===== src/dac_cfg_defines.svh =====
// Register indices, reset values and field positions of the converter control bank.
// Assumes word-aligned 32-bit AHB-Lite access; byte address is four times the index.
`ifndef DAC_CFG_DEFINES_SVH
`define DAC_CFG_DEFINES_SVH

// ----------------------------------------------------------------
// Register indices
// ----------------------------------------------------------------
`define IDX_POWER_CONFIG 6'h03
`define IDX_GAIN_CONFIG 6'h04
`define IDX_REF_STATUS 6'h07
`define IDX_IRQ_STATUS 6'h10
`define IDX_IRQ_MASK 6'h11

// ----------------------------------------------------------------
// Reset values
// ----------------------------------------------------------------
`define POWER_CONFIG_RESET 16'h0000
`define GAIN_CONFIG_RESET 16'h0001
`define IRQ_RESET 2'h0

// ----------------------------------------------------------------
// Field positions
// ----------------------------------------------------------------
`define REF_OFF_BIT 8
`define POWERDOWN_BIT 0
`define REF_HALF_BIT 8
`define GAIN_DOUBLE_BIT 0
`define ALARM_BIT 0
`define EV_ALARM_ON 0
`define EV_ALARM_OFF 1

// ----------------------------------------------------------------
// Bus decode
// ----------------------------------------------------------------
`define HSIZE_WORD 3'h2

`endif


===== src/dac_cfg_pkg.sv =====
// Types shared by the register front end and the register bank.
// Assumes nothing beyond a SystemVerilog compiler.
package dac_cfg_pkg;

    // ----------------------------------------------------------------
    // Types
    // ----------------------------------------------------------------
    // Bus front-end phases
    typedef enum logic [1:0] {
        FR_IDLE = 2'b00,
        FR_WRITE = 2'b01,
        FR_RLOAD = 2'b10,
        FR_RDONE = 2'b11
    } front_state_e;

    // One control register
    typedef logic [15:0] reg16_t;

    // Word index on the bus
    typedef logic [5:0] word_idx_t;

endpackage : dac_cfg_pkg


===== src/reg_access_if.sv =====
// Carries decoded register accesses from the bus front end to the bank.
// Assumes both ends run on the same hclk.
`timescale 1ns/1ps
interface reg_access_if;
    import dac_cfg_pkg::*;

    // ----------------------------------------------------------------
    // Signals
    // ----------------------------------------------------------------
    logic wr_en; // One-cycle write strobe
    word_idx_t idx; // Word index of the access
    logic [31:0] wdata; // Write data
    logic [31:0] rdata; // Read data for idx

    modport front (output wr_en, output idx, output wdata, input rdata);
    modport bank (input wr_en, input idx, input wdata, output rdata);
endinterface : reg_access_if


===== src/ahb_reg_front.sv =====
// AHB-Lite slave front end: captures the address phase, strobes writes,
// and holds one wait state on reads so read data come from a flop.
// Assumes a single slave whose hreadyout is the bus hready.
`timescale 1ns/1ps
module ahb_reg_front
    import dac_cfg_pkg::*;
(
    // Clock and reset
    input wire logic hclk,
    input wire logic hresetn,
    // AHB-Lite slave side
    input wire logic hsel,
    input wire logic [31:0] haddr,
    input wire logic [1:0] htrans,
    input wire logic hwrite,
    input wire logic [2:0] hsize,
    input wire logic [31:0] hwdata,
    input wire logic hready,
    output logic hreadyout,
    output logic hresp,
    output logic [31:0] hrdata,
    // Register bank side
    reg_access_if.front regs
);
    `include "dac_cfg_defines.svh"

    front_state_e state_q, state_d; // Phase tracker
    word_idx_t idx_q, idx_d; // Captured index
    logic ok_q, ok_d; // Mapped, word-sized access
    logic [31:0] hrdata_q, hrdata_d; // Registered read data
    logic accept; // Address phase taken

    // ----------------------------------------------------------------
    // Next state
    // ----------------------------------------------------------------
    // NONSEQ and SEQ both start a transfer
    assign accept = hsel && htrans[1] && hready;

    always_comb begin
        state_d = FR_IDLE;
        idx_d = idx_q;
        ok_d = ok_q;
        hrdata_d = hrdata_q;
        unique case (state_q)
            FR_IDLE: state_d = FR_IDLE;
            FR_WRITE: state_d = FR_IDLE;
            // Wait cycle: load read data so a just-written value is seen
            FR_RLOAD: begin
                hrdata_d = ok_q ? regs.rdata : 32'h0000_0000;
                state_d = FR_RDONE;
            end
            FR_RDONE: state_d = FR_IDLE;
        endcase
        if (accept) begin
            idx_d = haddr[7:2];
            // Unmapped or narrow access: write ignored, read returns zero
            ok_d = (haddr[31:8] == 24'h00_0000) && (hsize == `HSIZE_WORD);
            state_d = hwrite ? FR_WRITE : FR_RLOAD;
        end
    end

    // ----------------------------------------------------------------
    // Registers
    // ----------------------------------------------------------------
    always_ff @(posedge hclk or negedge hresetn) begin
        if (!hresetn) begin
            state_q <= FR_IDLE;
            idx_q <= 6'h00;
            ok_q <= 1'b0;
            hrdata_q <= 32'h0000_0000;
        end else begin
            state_q <= state_d;
            idx_q <= idx_d;
            ok_q <= ok_d;
            hrdata_q <= hrdata_d;
        end
    end

    // ----------------------------------------------------------------
    // Outputs
    // ----------------------------------------------------------------
    assign hreadyout = (state_q != FR_RLOAD); // One wait state on reads
    assign hresp = 1'b0; // Always OKAY
    assign hrdata = hrdata_q;
    assign regs.wr_en = (state_q == FR_WRITE) && ok_q;
    assign regs.idx = idx_q;
    assign regs.wdata = hwdata;

    // Read holds exactly one wait state
    property p_read_wait;
        @(posedge hclk) disable iff (!hresetn)
        (state_q == FR_RLOAD) |-> !hreadyout ##1 hreadyout;
    endproperty
    a_read_wait: assert property (p_read_wait) else $error("read wait state wrong");

endmodule : ahb_reg_front


===== src/dac_power_gain_config_regs.sv =====
// Power and gain control register bank of a voltage-output converter,
// with reference alarm status and a maskable interrupt.
// Assumes an AHB-Lite master on hclk and an async comparator alarm level.
`timescale 1ns/1ps
module dac_power_gain_config_regs
    import dac_cfg_pkg::*;
(
    // Clock and reset
    input wire logic hclk,
    input wire logic hresetn,
    // AHB-Lite slave
    input wire logic hsel,
    input wire logic [31:0] haddr,
    input wire logic [1:0] htrans,
    input wire logic hwrite,
    input wire logic [2:0] hsize,
    input wire logic [31:0] hwdata,
    input wire logic hready,
    output logic hreadyout,
    output logic hresp,
    output logic [31:0] hrdata,
    // Analog comparator
    input wire logic ref_alarm_in,
    // Analog controls
    output logic internal_ref_off,
    output logic output_powerdown,
    output logic ref_half,
    output logic output_gain_double,
    output logic ref_buffer_off,
    output logic output_zero,
    // Interrupt
    output logic irq
);
    `include "dac_cfg_defines.svh"

    // ----------------------------------------------------------------
    // Bus front end
    // ----------------------------------------------------------------
    reg_access_if bus_if ();

    ahb_reg_front u_front (
        .hclk(hclk),
        .hresetn(hresetn),
        .hsel(hsel),
        .haddr(haddr),
        .htrans(htrans),
        .hwrite(hwrite),
        .hsize(hsize),
        .hwdata(hwdata),
        .hready(hready),
        .hreadyout(hreadyout),
        .hresp(hresp),
        .hrdata(hrdata),
        .regs(bus_if.front)
    );

    // ----------------------------------------------------------------
    // Storage
    // ----------------------------------------------------------------
    reg16_t power_config_q, power_config_d; // Power-down controls
    reg16_t gain_config_q, gain_config_d; // Divider and gain controls
    logic [1:0] irq_status_q, irq_status_d; // Sticky events
    logic [1:0] irq_mask_q, irq_mask_d; // Event enables
    logic alarm_meta_q; // First sync stage, read only by stage two
    logic alarm_s_q; // Synchronised alarm
    logic alarm_prev_q; // For edge detection
    logic [1:0] events; // Alarm on / off pulses
    logic wr_pwr, wr_gain, wr_istat, wr_imask; // Write decodes

    // ----------------------------------------------------------------
    // Write decode
    // ----------------------------------------------------------------
    assign wr_pwr = bus_if.wr_en && (bus_if.idx == `IDX_POWER_CONFIG);
    assign wr_gain = bus_if.wr_en && (bus_if.idx == `IDX_GAIN_CONFIG);
    assign wr_istat = bus_if.wr_en && (bus_if.idx == `IDX_IRQ_STATUS);
    assign wr_imask = bus_if.wr_en && (bus_if.idx == `IDX_IRQ_MASK);

    // ----------------------------------------------------------------
    // Control registers next value
    // ----------------------------------------------------------------
    // Reserved bits are read/write storage, so all 16 bits are kept.
    // The alarm never enters here, so codes survive an alarm.
    always_comb begin
        power_config_d = power_config_q;
        gain_config_d = gain_config_q;
        irq_mask_d = irq_mask_q;
        if (wr_pwr) begin
            power_config_d = bus_if.wdata[15:0];
        end
        if (wr_gain) begin
            gain_config_d = bus_if.wdata[15:0];
        end
        if (wr_imask) begin
            irq_mask_d = bus_if.wdata[1:0];
        end
    end

    // Control registers
    always_ff @(posedge hclk or negedge hresetn) begin
        if (!hresetn) begin
            power_config_q <= `POWER_CONFIG_RESET;
            gain_config_q <= `GAIN_CONFIG_RESET;
            irq_mask_q <= `IRQ_RESET;
        end else begin
            power_config_q <= power_config_d;
            gain_config_q <= gain_config_d;
            irq_mask_q <= irq_mask_d;
        end
    end

    // ----------------------------------------------------------------
    // Alarm synchroniser
    // ----------------------------------------------------------------
    // Status and events use the synchronised copy; the comparator is
    // asynchronous and would otherwise go metastable here.
    always_ff @(posedge hclk or negedge hresetn) begin
        if (!hresetn) begin
            alarm_meta_q <= 1'b0;
            alarm_s_q <= 1'b0;
            alarm_prev_q <= 1'b0;
        end else begin
            alarm_meta_q <= ref_alarm_in;
            alarm_s_q <= alarm_meta_q;
            alarm_prev_q <= alarm_s_q;
        end
    end

    // Edge pulses of the synchronised alarm
    assign events[`EV_ALARM_ON] = alarm_s_q && !alarm_prev_q;
    assign events[`EV_ALARM_OFF] = !alarm_s_q && alarm_prev_q;

    // ----------------------------------------------------------------
    // Interrupt status, one slice per event
    // ----------------------------------------------------------------
    // Set wins over a write-one-to-clear in the same cycle.
    genvar gi;
    generate
        for (gi = 0; gi < 2; gi++) begin : g_irq
            always_comb begin
                irq_status_d[gi] = irq_status_q[gi];
                if (wr_istat && bus_if.wdata[gi]) begin
                    irq_status_d[gi] = 1'b0;
                end
                if (events[gi]) begin
                    irq_status_d[gi] = 1'b1;
                end
            end

            always_ff @(posedge hclk or negedge hresetn) begin
                if (!hresetn) begin
                    irq_status_q[gi] <= 1'b0;
                end else begin
                    irq_status_q[gi] <= irq_status_d[gi];
                end
            end
        end
    endgenerate

    // Level interrupt while any unmasked bit is set
    assign irq = |(irq_status_q & irq_mask_q);

    // ----------------------------------------------------------------
    // Read mux
    // ----------------------------------------------------------------
    // Unlisted indices read zero; upper half-word always zero.
    always_comb begin
        bus_if.rdata = 32'h0000_0000;
        unique case (bus_if.idx)
            `IDX_POWER_CONFIG: bus_if.rdata[15:0] = power_config_q;
            `IDX_GAIN_CONFIG: bus_if.rdata[15:0] = gain_config_q;
            `IDX_REF_STATUS: bus_if.rdata[`ALARM_BIT] = alarm_s_q;
            `IDX_IRQ_STATUS: bus_if.rdata[1:0] = irq_status_q;
            `IDX_IRQ_MASK: bus_if.rdata[1:0] = irq_mask_q;
            default: bus_if.rdata = 32'h0000_0000;
        endcase
    end

    // ----------------------------------------------------------------
    // Analog control outputs
    // ----------------------------------------------------------------
    assign internal_ref_off = power_config_q[`REF_OFF_BIT];
    assign output_powerdown = power_config_q[`POWERDOWN_BIT];
    // Software should avoid settings that trip the alarm
    assign ref_half = gain_config_q[`REF_HALF_BIT];
    assign output_gain_double = gain_config_q[`GAIN_DOUBLE_BIT];
    // Direct analog path: no clock delay, so the output is
    // forced to zero as soon as the comparator fires.
    assign ref_buffer_off = ref_alarm_in;
    assign output_zero = ref_alarm_in;

    // ----------------------------------------------------------------
    // Assertions
    // ----------------------------------------------------------------
    property p_pwr_reset;
        @(posedge hclk) disable iff (!hresetn)
        $rose(hresetn) |-> (power_config_q == 16'h0000);
    endproperty
    a_pwr_reset: assert property (p_pwr_reset) else $error("power config reset wrong");

    property p_ref_off;
        @(posedge hclk) disable iff (!hresetn)
        wr_pwr |=> (internal_ref_off == $past(bus_if.wdata[8]));
    endproperty
    a_ref_off: assert property (p_ref_off) else $error("ref off not from write");

    property p_powerdown;
        @(posedge hclk) disable iff (!hresetn)
        wr_pwr |=> (output_powerdown == $past(bus_if.wdata[0]));
    endproperty
    a_powerdown: assert property (p_powerdown) else $error("powerdown not from write");

    // Back-to-back writes are legal, so hold is checked per cycle
    property p_powerdown_hold;
        @(posedge hclk) disable iff (!hresetn)
        !wr_pwr |=> $stable(output_powerdown);
    endproperty
    a_powerdown_hold: assert property (p_powerdown_hold) else $error("powerdown changed without write");

    property p_gain_reset;
        @(posedge hclk) disable iff (!hresetn)
        $rose(hresetn) |-> (gain_config_q == 16'h0001) && output_gain_double;
    endproperty
    a_gain_reset: assert property (p_gain_reset) else $error("gain reset wrong");

    property p_ref_half;
        @(posedge hclk) disable iff (!hresetn)
        wr_gain |=> (ref_half == $past(bus_if.wdata[8]));
    endproperty
    a_ref_half: assert property (p_ref_half) else $error("ref half not from write");

    property p_alarm_zero;
        @(posedge hclk) disable iff (!hresetn)
        1'b1 |-> (output_zero == ref_alarm_in) && (ref_buffer_off == ref_alarm_in);
    endproperty
    a_alarm_zero: assert property (p_alarm_zero) else $error("alarm controls wrong");

    property p_codes_kept;
        @(posedge hclk) disable iff (!hresetn)
        (alarm_s_q && !bus_if.wr_en) |=> $stable(power_config_q) && $stable(gain_config_q);
    endproperty
    a_codes_kept: assert property (p_codes_kept) else $error("alarm changed registers");

    property p_gain_double;
        @(posedge hclk) disable iff (!hresetn)
        wr_gain |=> (output_gain_double == $past(bus_if.wdata[0]));
    endproperty
    a_gain_double: assert property (p_gain_double) else $error("gain not from write");

    property p_status_sync;
        @(posedge hclk) disable iff (!hresetn)
        ##2 (alarm_s_q == $past(ref_alarm_in, 2));
    endproperty
    a_status_sync: assert property (p_status_sync) else $error("status lags alarm wrongly");

    property p_irq_set;
        @(posedge hclk) disable iff (!hresetn)
        (events[0] && irq_mask_q[0] && !wr_imask) |=> irq;
    endproperty
    a_irq_set: assert property (p_irq_set) else $error("irq missing after alarm");

    // Main scenarios
    c_alarm_rise: cover property (@(posedge hclk) disable iff (!hresetn) $rose(alarm_s_q));
    c_pwr_write: cover property (@(posedge hclk) disable iff (!hresetn) wr_pwr);
    c_gain_write: cover property (@(posedge hclk) disable iff (!hresetn) wr_gain ##1 alarm_s_q);
    c_irq: cover property (@(posedge hclk) disable iff (!hresetn) $rose(irq));

endmodule : dac_power_gain_config_regs


===== config.mk =====
export PLATFORM = sky130hd
export DESIGN_NAME = dac_power_gain_config_regs
export DESIGN_NICKNAME = d
export VERILOG_FILES = /design/src/dac_cfg_pkg.sv /design/src/reg_access_if.sv /design/src/ahb_reg_front.sv /design/src/dac_power_gain_config_regs.sv
export VERILOG_INCLUDE_DIRS = /design/src
export SDC_FILE = /design/constraint.sdc
export NUM_CORES = 1
export LEC_CHECK = 0
export ABC_AREA = 1
export BUFFER_PORTS_ARGS = -buffer_cell sky130_fd_sc_hd__buf_4
export CORE_UTILIZATION = 49
export DETAILED_ROUTE_END_ITERATION = 7
export HOLD_SLACK_MARGIN = 0.06
export MAX_ROUTING_LAYER = met4
export PLACE_DENSITY = 0.87
export SLEW_MARGIN = 15
export SYNTH_ARGS = -nofsm -noshare
export SYNTH_HDL_FRONTEND = slang
export SYNTH_SLANG_ARGS = --single-unit

===== constraint.sdc =====
create_clock -name hclk -period 1.5 [get_ports hclk]
set_input_delay 0.075 -clock hclk [delete_from_list [all_inputs] [get_ports hclk]]
set_output_delay 0.075 -clock hclk [all_outputs]
set_load 0.03 [all_outputs]

# Word-level counts from Yosys, hierarchy flattened
# Index checks and enable logic that the tools add are counted.
# word_totals
word_cells,54
in_bits,75
reg_bits,80
output_inout_bits,41
# classes
reduce_logical,20
mux,11
bitwise_logic,1
n_eq_ne,10
# ops
op,count
one-hot mux 14 bit (2 select lines),1
zero test 24 bit,1
2-to-1 mux 16 bit,1
equality test 6 x 3 -> 1 bit (second input constant),2
equality test 6 x 5 -> 1 bit (second input constant),2
logical AND 1 bit,12
equality test 6 x 2 -> 1 bit (second input constant),1
one-hot mux 1 bit (5 select lines),1
equality test 2 bit (second input constant),2
2-to-1 mux 1 bit,4
2-to-1 mux 2 bit,2
one-hot mux 1 bit (4 select lines),1
one-hot mux 2 bit (2 select lines),1
nonzero test 2 bit,2
equality test 3 x 2 -> 1 bit (second input constant),1
OR reduction 3 bit,1
AND 2 bit,1
equality test 2 x 1 -> 1 bit (second input constant),1
zero test 1 bit,2
zero test 2 bit,1
inequality test 2 bit (second input constant),1
OR reduction 2 bit,1

# Longest topological paths before layout
# Gate-level depths: netlist of the first run.
# depth
word_depth,6
depth_mapped,9
depth_no_buf,9

# Hierarchy
# Synthesis of the first run repeated with hierarchy kept, for this count alone.
# unflattened
hier_cells,478
hier_area_um2,4023.9
# by_module_without_submodules
mod,area_each_um2,n_inst,seq_area_each_um2,cells_each
ahb_reg_front,2162.1,1,1026.0,257
dac_power_gain_config_regs,1861.8,1,977.2,221

# Least setup slack after synthesis of the first run
# OpenSTA, ideal clock, no wires.
# synth_path
kind,register -> register
start,reg u_front.state_q[1]
end,"reg u_front.hrdata_q[10], in the netlist u_front.hrdata[10]"
arrival_time_ns,1.204
synth_period_minus_slack_ns,1.271
t_required_ns,1.433
n_path_buf,1
slack_ns,0.229
setup_ns,0.067
path_stages_with_launch,7
path_cell_list,dfrtp_1 > inv_1 > nor2_2 > inv_2 > clkbuf_1 > nand2_1 > nand2_1
# synth_via
elab_chain_cells,1
# synth_rtl
item,line,text
start: declaration,ahb_reg_front.sv:27,"front_state_e state_q, state_d;"
start signal: assignment,ahb_reg_front.sv:72,state_q <= state_d;
equality test 2 bit,ahb_reg_front.sv:44,unique case (state_q)
end signal: assignment,ahb_reg_front.sv:75,hrdata_q <= hrdata_d;
end: declaration,ahb_reg_front.sv:30,"logic [31:0] hrdata_q, hrdata_d;"
# No other way between the ends.
# A chain may end at the register's enable or synchronous reset.

# Worst setup path after layout of the first run
# layout_path
start,"reg u_front.idx_q[1], in the netlist u_front.regs.idx[1]"
end,reg gain_config_q[8]
# layout_via
elab_chain_cells,2
# layout_rtl
item,line,text
start: declaration,ahb_reg_front.sv:28,"word_idx_t idx_q, idx_d;"
start signal: assignment,ahb_reg_front.sv:73,idx_q <= idx_d;
equality test 6 x 3 -> 1 bit,--,
logical AND 1 bit,dac_power_gain_config_regs.sv:74,assign wr_gain = bus_if.wr_en && (bus_if.idx == `IDX_GAIN_CONFIG);
end signal: assignment,dac_power_gain_config_regs.sv:102,gain_config_q <= `GAIN_CONFIG_RESET;
end signal: assignment,dac_power_gain_config_regs.sv:106,gain_config_q <= gain_config_d;
end: declaration,dac_power_gain_config_regs.sv:61,"reg16_t gain_config_q, gain_config_d;"
# No other way between the ends.

==> out/qor.yml, run 1 <==
setup_path:
  critPathCaptureType: "register"
  crit_start: "u_front.regs.idx[1]"
  cp-start-kind: "register"
  regToRegSetupSlack_ns: 0.07
  worst-path-max-fanout: 32
  crit_type: "reg2reg"
  r2r_end: "gain_config_q[8]"
  crit_arrival_ns: 1.66
  r2r_cells: 6
  cp.required_ns: 1.72
  crit_end: "gain_config_q[8]"
  reg2reg_from: "u_front.regs.idx[1]"
floorplanning:
  start_util_pct: 52.15
  die_h_um: 82.31
  io_pins: 116
  rows: 28
  dieWidth_um: 82.31
  core-area_mm2: 0.006061
  fp.dieArea_mm2: 0.006775
synthesis:
  synth-compound-area-share_pct: 11.05
  synth_top_area_share_pct: 49.88
  synth_cells: 377
  synth_top_family_by_area: "simple AND/OR/NAND/NOR gates"
  synth-simple-area-share_pct: 25.42
  synth_area_mm2: 0.003161
  synth-adder-area-share_pct: 0
  synth_cell_types: 25
  synth_area_per_cell_um2: 8.383
  synth_mux_area_share_pct: 0.3563
  synth_xor_area_share_pct: 0
  synth_seq_cells: 64
  yosys-top-cells-area: "dfrtp_1 (50%), nand2_1 (17%), o21ai_2 (8.9%), buf_4 (4.5%), nor2_1 (4.2%)"
  ys_seq_area_share_pct: 50.71
  yosysTopAreaCell: "dfrtp_1"
  ys_warn_count: 0
global_routing:
  grt_max_degree: 41
  grt_antenna_before_repair: 0
  grt-ovfl-total: 0
  grt_pass1_wl_um: 12630
  grt_usage_pct: 26.36
  grt_pass1_vias: 2712
sta:
  hold_viol: 0
  slew_headroom_pct: 65.53
  setup_viol: 0
  worst_hold_slack_ns: 0.08000
  max_freq_mhz: 697.1
  fin_crit_sh_pct: 95.63
  tightest_slew_ns: 0.5171
  report.final.slew_viol_count: 0
  fin_crit_ns: 1.434
  finalClockSkew_ns: 0.005935
route:
  firstDrtPassIters: 5
  avgRoutedWirePerCell_um: 14.55
  drc: 0
  routed_wl_um: 8205
  drtIter0Drc: 337
  vias: 2857
  drtAntennaViolNets: 0
  viasPerCell: 5.066
placed_design:
  portBuffers: 79
  finalWeightedCongestion: 0.8403
  dp_hpwl_um: 4602
clock_tree:
  cts.sinks: 64
  cts_max_level: 3
  cts_tree: "yes"
  numCtsBuffers: 9
  cts_max_path_buffers: 2
  postCtsSetupBuffers: 0
  clkLatencyLatePin_ns: 0.33
  cts_root_buffer: "clkbuf_8"
  path_clk_slew_ns: 0.07
outcome:
  status: "complete, no violations"
layout:
  mostFrequentLayoutCell: "nand2_1"
  layout-drive-gt1-share_pct: 31.29
  antenna_cells: 0
  layout_common_cells: "nand2_1 (142), buf_4 (83), dfrtp_1 (63), nor2_1 (34), inv_1 (33)"
  area_delta_synth_final_pct: 33.85
  final_nets: 560
pwr:
  finalPower_mw: 3.826
  ir_worst_vdd_mv: 0.6264
  p_per_area_mw_per_mm2: 904.4
  p_leak_nw: 2.302
min_path:
  worstHoldStart: "haddr[20]"
  min_path_type: "in2reg"
job:
  drv_cap: 0
[layout make-up]
class | instances | area [µm²]
clock inverters | 3 | 40.04
fillers | 433 | 1831
repair buffers | 110 | 914.6
well taps | 75 | 93.84
flip-flops and latches | 64 | 1603
multi-input cells | 262 | 1264
clock buffers | 12 | 165.2
inverters | 38 | 150.1
[through the flow]
| step | instances | setup slack (ns) | setup TNS, ns | utilization (%) | area [µm²] |
|---|---|---|---|---|---|
| floorplan | 393 | 0.2285 | 0 | - | 3221 |
| global placement | 524 | -0.008487 | -0.1001 | 61.71 | 3740 |
| detailed placement | 524 | -0.05015 | -0.3625 | 61.71 | 3740 |
| CTS | 563 | 0.02524 | 0 | 69.20 | 4194 |
| global route | 564 | -0.03875 | -0.1704 | 69.80 | 4230 |
| finish | 564 | 0.06557 | 0 | 69.80 | 4230 |
[registers in the layout (all words and copies together), names as in the netlist]
signal and flops:
alarm_meta_q 1, u_front.regs.idx 6, u_front.state_q 2, alarm_prev_q 1, irq_mask_q 2, alarm_s_q 1, power_config_q 16, u_front.ok_q 1
gain_config_q 16, u_front.hrdata 16, irq_status_q 2
[critical path, cell delays in order, from the launching register on]
cell and delay, ns:
dfrtp_1 0.44, nor2_2 0.18, nand3_2 0.16, inv_4 0.12, nand2_8 0.17, nand2_1 0.17
o21ai_2 0.07
[cells in the mapped netlist]
cell	instances
dfrtp_1	63
clkbuf_1	2
o21ai_0	5
mux2_2	1
buf_2	1
inv_1	34
inv_4	1
inv_2	3
conb_1	1
o31ai_1	1
nand3_1	7
nor3_1	1
nand4_1	2
or2_2	1
o22ai_1	1
o21ai_2	32
buf_6	8
nand2_1	142
nand3_2	2
buf_4	19
dfstp_2	1
a21oi_1	6
nand2_4	2
nor2_2	6
nor2_1	35
[cell families (layout without fill, tap and decap cells)]
| kind of cell | count (synthesis) | count (layout) |
|---|---|---|
| simple gates | 198 | 199 |
| buf+inv | 68 | 163 |
| flops | 64 | 64 |
| compound gates | 45 | 45 |
| other cells | 1 | 17 |
| mux | 1 | 1 |
[how the worst min path moves through the flow]
stage	endpoint	cells after the start	slack, ns
floorplan	alarm_meta_q	0	-0.22
global placement	u_front.regs.idx[4]	1	0.07
detailed placement	u_front.regs.idx[4]	1	0.08
CTS	power_config_q[0]	3	0.06
global route	power_config_q[0]	3	0.1
finish	u_front.ok_q	5	0.08
[report_power, final]
group / total (mW) / switching (mW) / internal [mW]
Clock: 1.51 / 0.625 / 0.889
Sequential: 1.81 / 0.0467 / 1.76
Combinational: 0.501 / 0.292 / 0.209
Total: 3.83 / 0.964 / 2.86
[layer usage]
metal | track usage, % | part of all wire, %
met2 | 41.98 | 51
met4 | 17.37 | 4.6
met3 | 4.725 | 5.8
met1 | 30.58 | 39
met5 | - | 0
[repair_timing]
| action | 4_1_cts | 5_1_grt |
|---|---|---|
| hold endpoints to repair | 76 | 0 |
| resized for setup | 1 | 7 |
| hold buffers | 24 | 0 |
| pin swaps | 0 | 1 |
| gates cloned | 0 | 1 |
| endpoints found under the setup margin | 16 | 38 |
Note: power is estimated with default switching activity, not from simulation.
==> inputs of run 2 (changes only) <==
--- a/config.mk
+++ b/config.mk
@@ -12,7 +12,7 @@
 export DETAILED_ROUTE_END_ITERATION = 7
 export HOLD_SLACK_MARGIN = 0.06
 export MAX_ROUTING_LAYER = met4
-export PLACE_DENSITY = 0.87
+export PLACE_DENSITY = 0.91
 export SLEW_MARGIN = 15
 export SYNTH_ARGS = -nofsm -noshare
 export SYNTH_HDL_FRONTEND = slang
==> out/qor.yml, run 2 (synthesized netlist as in run 1, its figures left out) <==
setup_path:
  crit_path_max_incr_delay_ns: 0.46  # +0.02 ns
  worst-path-max-fanout: 5  # -84%
  slowest_stage: "dfrtp_2"
  cp_cell_sequence: "nor2_4, buf_4, nand3_1, o31ai_2, nand2_1"
  crit_arrival_ns: 1.76  # +0.10 ns
  cp-start-kind: "register"
  critPathCaptureType: "register"
  critPathTopFamily: "simple AND/OR/NAND/NOR gates"
  cp.required_ns: 1.69  # -0.03 ns
  critPathBufInv: 1  # unchanged
  crit_type: "reg2reg"
route:
  drc: 0  # unchanged
  drtIter0Drc: 329  # -2.4%
  viasPerCell: 5.131  # +1.3%
  firstDrtPassIters: 5  # unchanged
  routed_wl_um: 8529  # +3.9%
  avgRoutedWirePerCell_um: 15.10  # +3.8%
  vias: 2899  # +1.5%
  drtAntennaViolNets: 0  # unchanged
sta:
  setup_viol: 1  # +1
  report.final.slew_viol_count: 0  # unchanged
  fin_crit_sh_pct: 104.2  # +8.5 points
  rsz0062_at_grt: "true"
  hold_viol: 0  # unchanged
  fin_crit_ns: 1.562  # +0.1278 ns
  worst_hold_slack_ns: 0.08650  # +0.006497 ns
  tns_ns: -0.06226  # -0.06226 ns
  max_freq_mhz: 640.1  # -8.2%
  setup_ws_ns: -0.06226  # -0.1278 ns
  finalClockSkew_ns: 0.007101  # +0.001166 ns
global_routing:
  grt_pass1_wl_um: 12680  # +0.44%
  grt_pass1_vias: 2719  # +0.26%
  grt_max_degree: 37  # -9.8%
  grt-ovfl-total: 0  # unchanged
  grt_antenna_before_repair: 0  # unchanged
  grt_usage_pct: 26.69  # +0.33 points
layout:
  area_delta_synth_final_pct: 32.94
  final_cells: 565  # +0.18%
  final_nets: 561  # +0.18%
  mostFrequentLayoutCell: "nand2_1"
  layout-drive-gt1-share_pct: 31.43  # +0.14 points
  antenna_cells: 0  # unchanged
  layout_common_cells: "nand2_1 (142), buf_4 (85), dfrtp_1 (60), nor2_1 (35), inv_1 (34)"
  fillCellCount: 405  # -6.5%
clock_tree:
  cts_tree: "yes"
  path_clk_slew_ns: 0.07  # about the same
  cts_max_level: 3  # unchanged
  clkLatencyLatePin_ns: 0.34  # about the same
  cts_root_buffer: "clkbuf_8"
  cts.sinks: 64  # unchanged
  numCtsBuffers: 9  # unchanged
  postCtsSetupBuffers: 0  # unchanged
  cts_max_path_buffers: 2  # unchanged
placed_design:
  portBuffers: 79  # unchanged
  dp_hpwl_um: 4821  # +4.8%
  finalWeightedCongestion: 0.8600  # +2.3%
  dp_slack_ns: 0.01767  # +0.06782 ns
  dpl.cell_count: 526  # +0.38%
job:
  drv_cap: 0  # unchanged
floorplanning:
  die_h_um: 82.31  # unchanged
  dieWidth_um: 82.31  # unchanged
  rows: 28  # unchanged
  start_util_pct: 52.15  # unchanged
  fp.dieArea_mm2: 0.006775  # unchanged
  core-area_mm2: 0.006061  # unchanged
  io_pins: 116  # unchanged
outcome:
  violations: "setup timing"
  status: "finished with violations"
min_path:
  min_path_type: "in2reg"
pwr:
  ir_worst_vdd_mv: 0.4800  # -23%
  p_leak_nw: 2.268  # -1.4%
  p_per_area_mw_per_mm2: 848.4  # -6.2%
[run 2: cell count changes in the layout (fill, tap and decap cells not counted), sizes merged]
| cell | previous run | this run |
|---|---|---|
| clkinvlp | 0 | 1 |
| buf | 86 | 88 |
| nand2 | 145 | 144 |
| clkbuf | 12 | 11 |
| bufinv | 1 | 0 |
| clkinv | 2 | 3 |
[run 2: layout make-up]
cell class              count  area (µm²)  share of cell area, %
repair buffers            112       929.6                  22.13
clock inverters             4       22.52                 0.5360
clock buffers              11       131.4                  3.127
inverters                  38       147.6                  3.514
well taps                  75       93.84                  2.233
flip-flops and latches     64        1607                  38.24
multi-input cells         261        1270                  30.23
[run 2: timing repair]
| action | CTS | global route |
|---|---|---|
| resized for setup | 1 | 11 |
| hold buffers | 24 | 0 |
| setup endpoints to repair | 10 | 44 |
| hold endpoints to repair | 87 | 0 |
[run 2: worst reg2reg max path: cells and delay by family, from the launching register on]
family,cells,cell delay [ns]
flip-flops,1,0.46
AO/OA/AOI/OAI,1,0.32
buffers and inverters,1,0.14
AND/OR/NAND/NOR,3,0.49
[run 2: report_power, final]
part | total, mW | switching [mW] | internal (mW)
clock network | 1.23 | 0.645 | 0.582
registers | 1.82 | 0.0529 | 1.77
logic | 0.518 | 0.298 | 0.220
[run 2: per-layer routing]
| metal | part of all wire (%) | vias to the layer above | global-route usage, % |
|---|---|---|---|
| met3 | 7.0 | 41 | 3.736 |
| met1 | 37 | 1353 | 30.80 |
| met4 | 4.4 | 0 | 18.60 |
| li1 | - | 1336 | - |
| met2 | 51 | 169 | 43.06 |
| met5 | 0 | - | - |
[run 2: worst paths after layout]
| check | from | end | slack (ns) | cells after the start |
|---|---|---|---|---|
| max in group asynchronous | hresetn | gain_config_q[0] | 0.72 | 3 |
| hold reg to reg | alarm_meta_q | alarm_s_q | 0.38 | 0 |
| setup reg to reg | u_front.regs.idx[1] | irq_status_q[0] | -0.06 | 5 |
| hold / removal | hwdata[0] | power_config_q[0] | 0.09 | 3 |
| setup / recovery | u_front.regs.idx[1] | irq_status_q[0] | -0.06 | 5 |
| min in group asynchronous | hresetn | u_front.regs.idx[5] | 0.23 | 2 |
[run 2: per-stage QoR]
step	power (mW)	utilization (%)	cell area (µm²)
global placement	2.257	61.95	3755
finish	3.565	69.32	4202
floorplan	2.095	-	3221
CTS	3.489	68.60	4158
detailed placement	2.270	61.95	3755
global route	3.655	69.32	4202
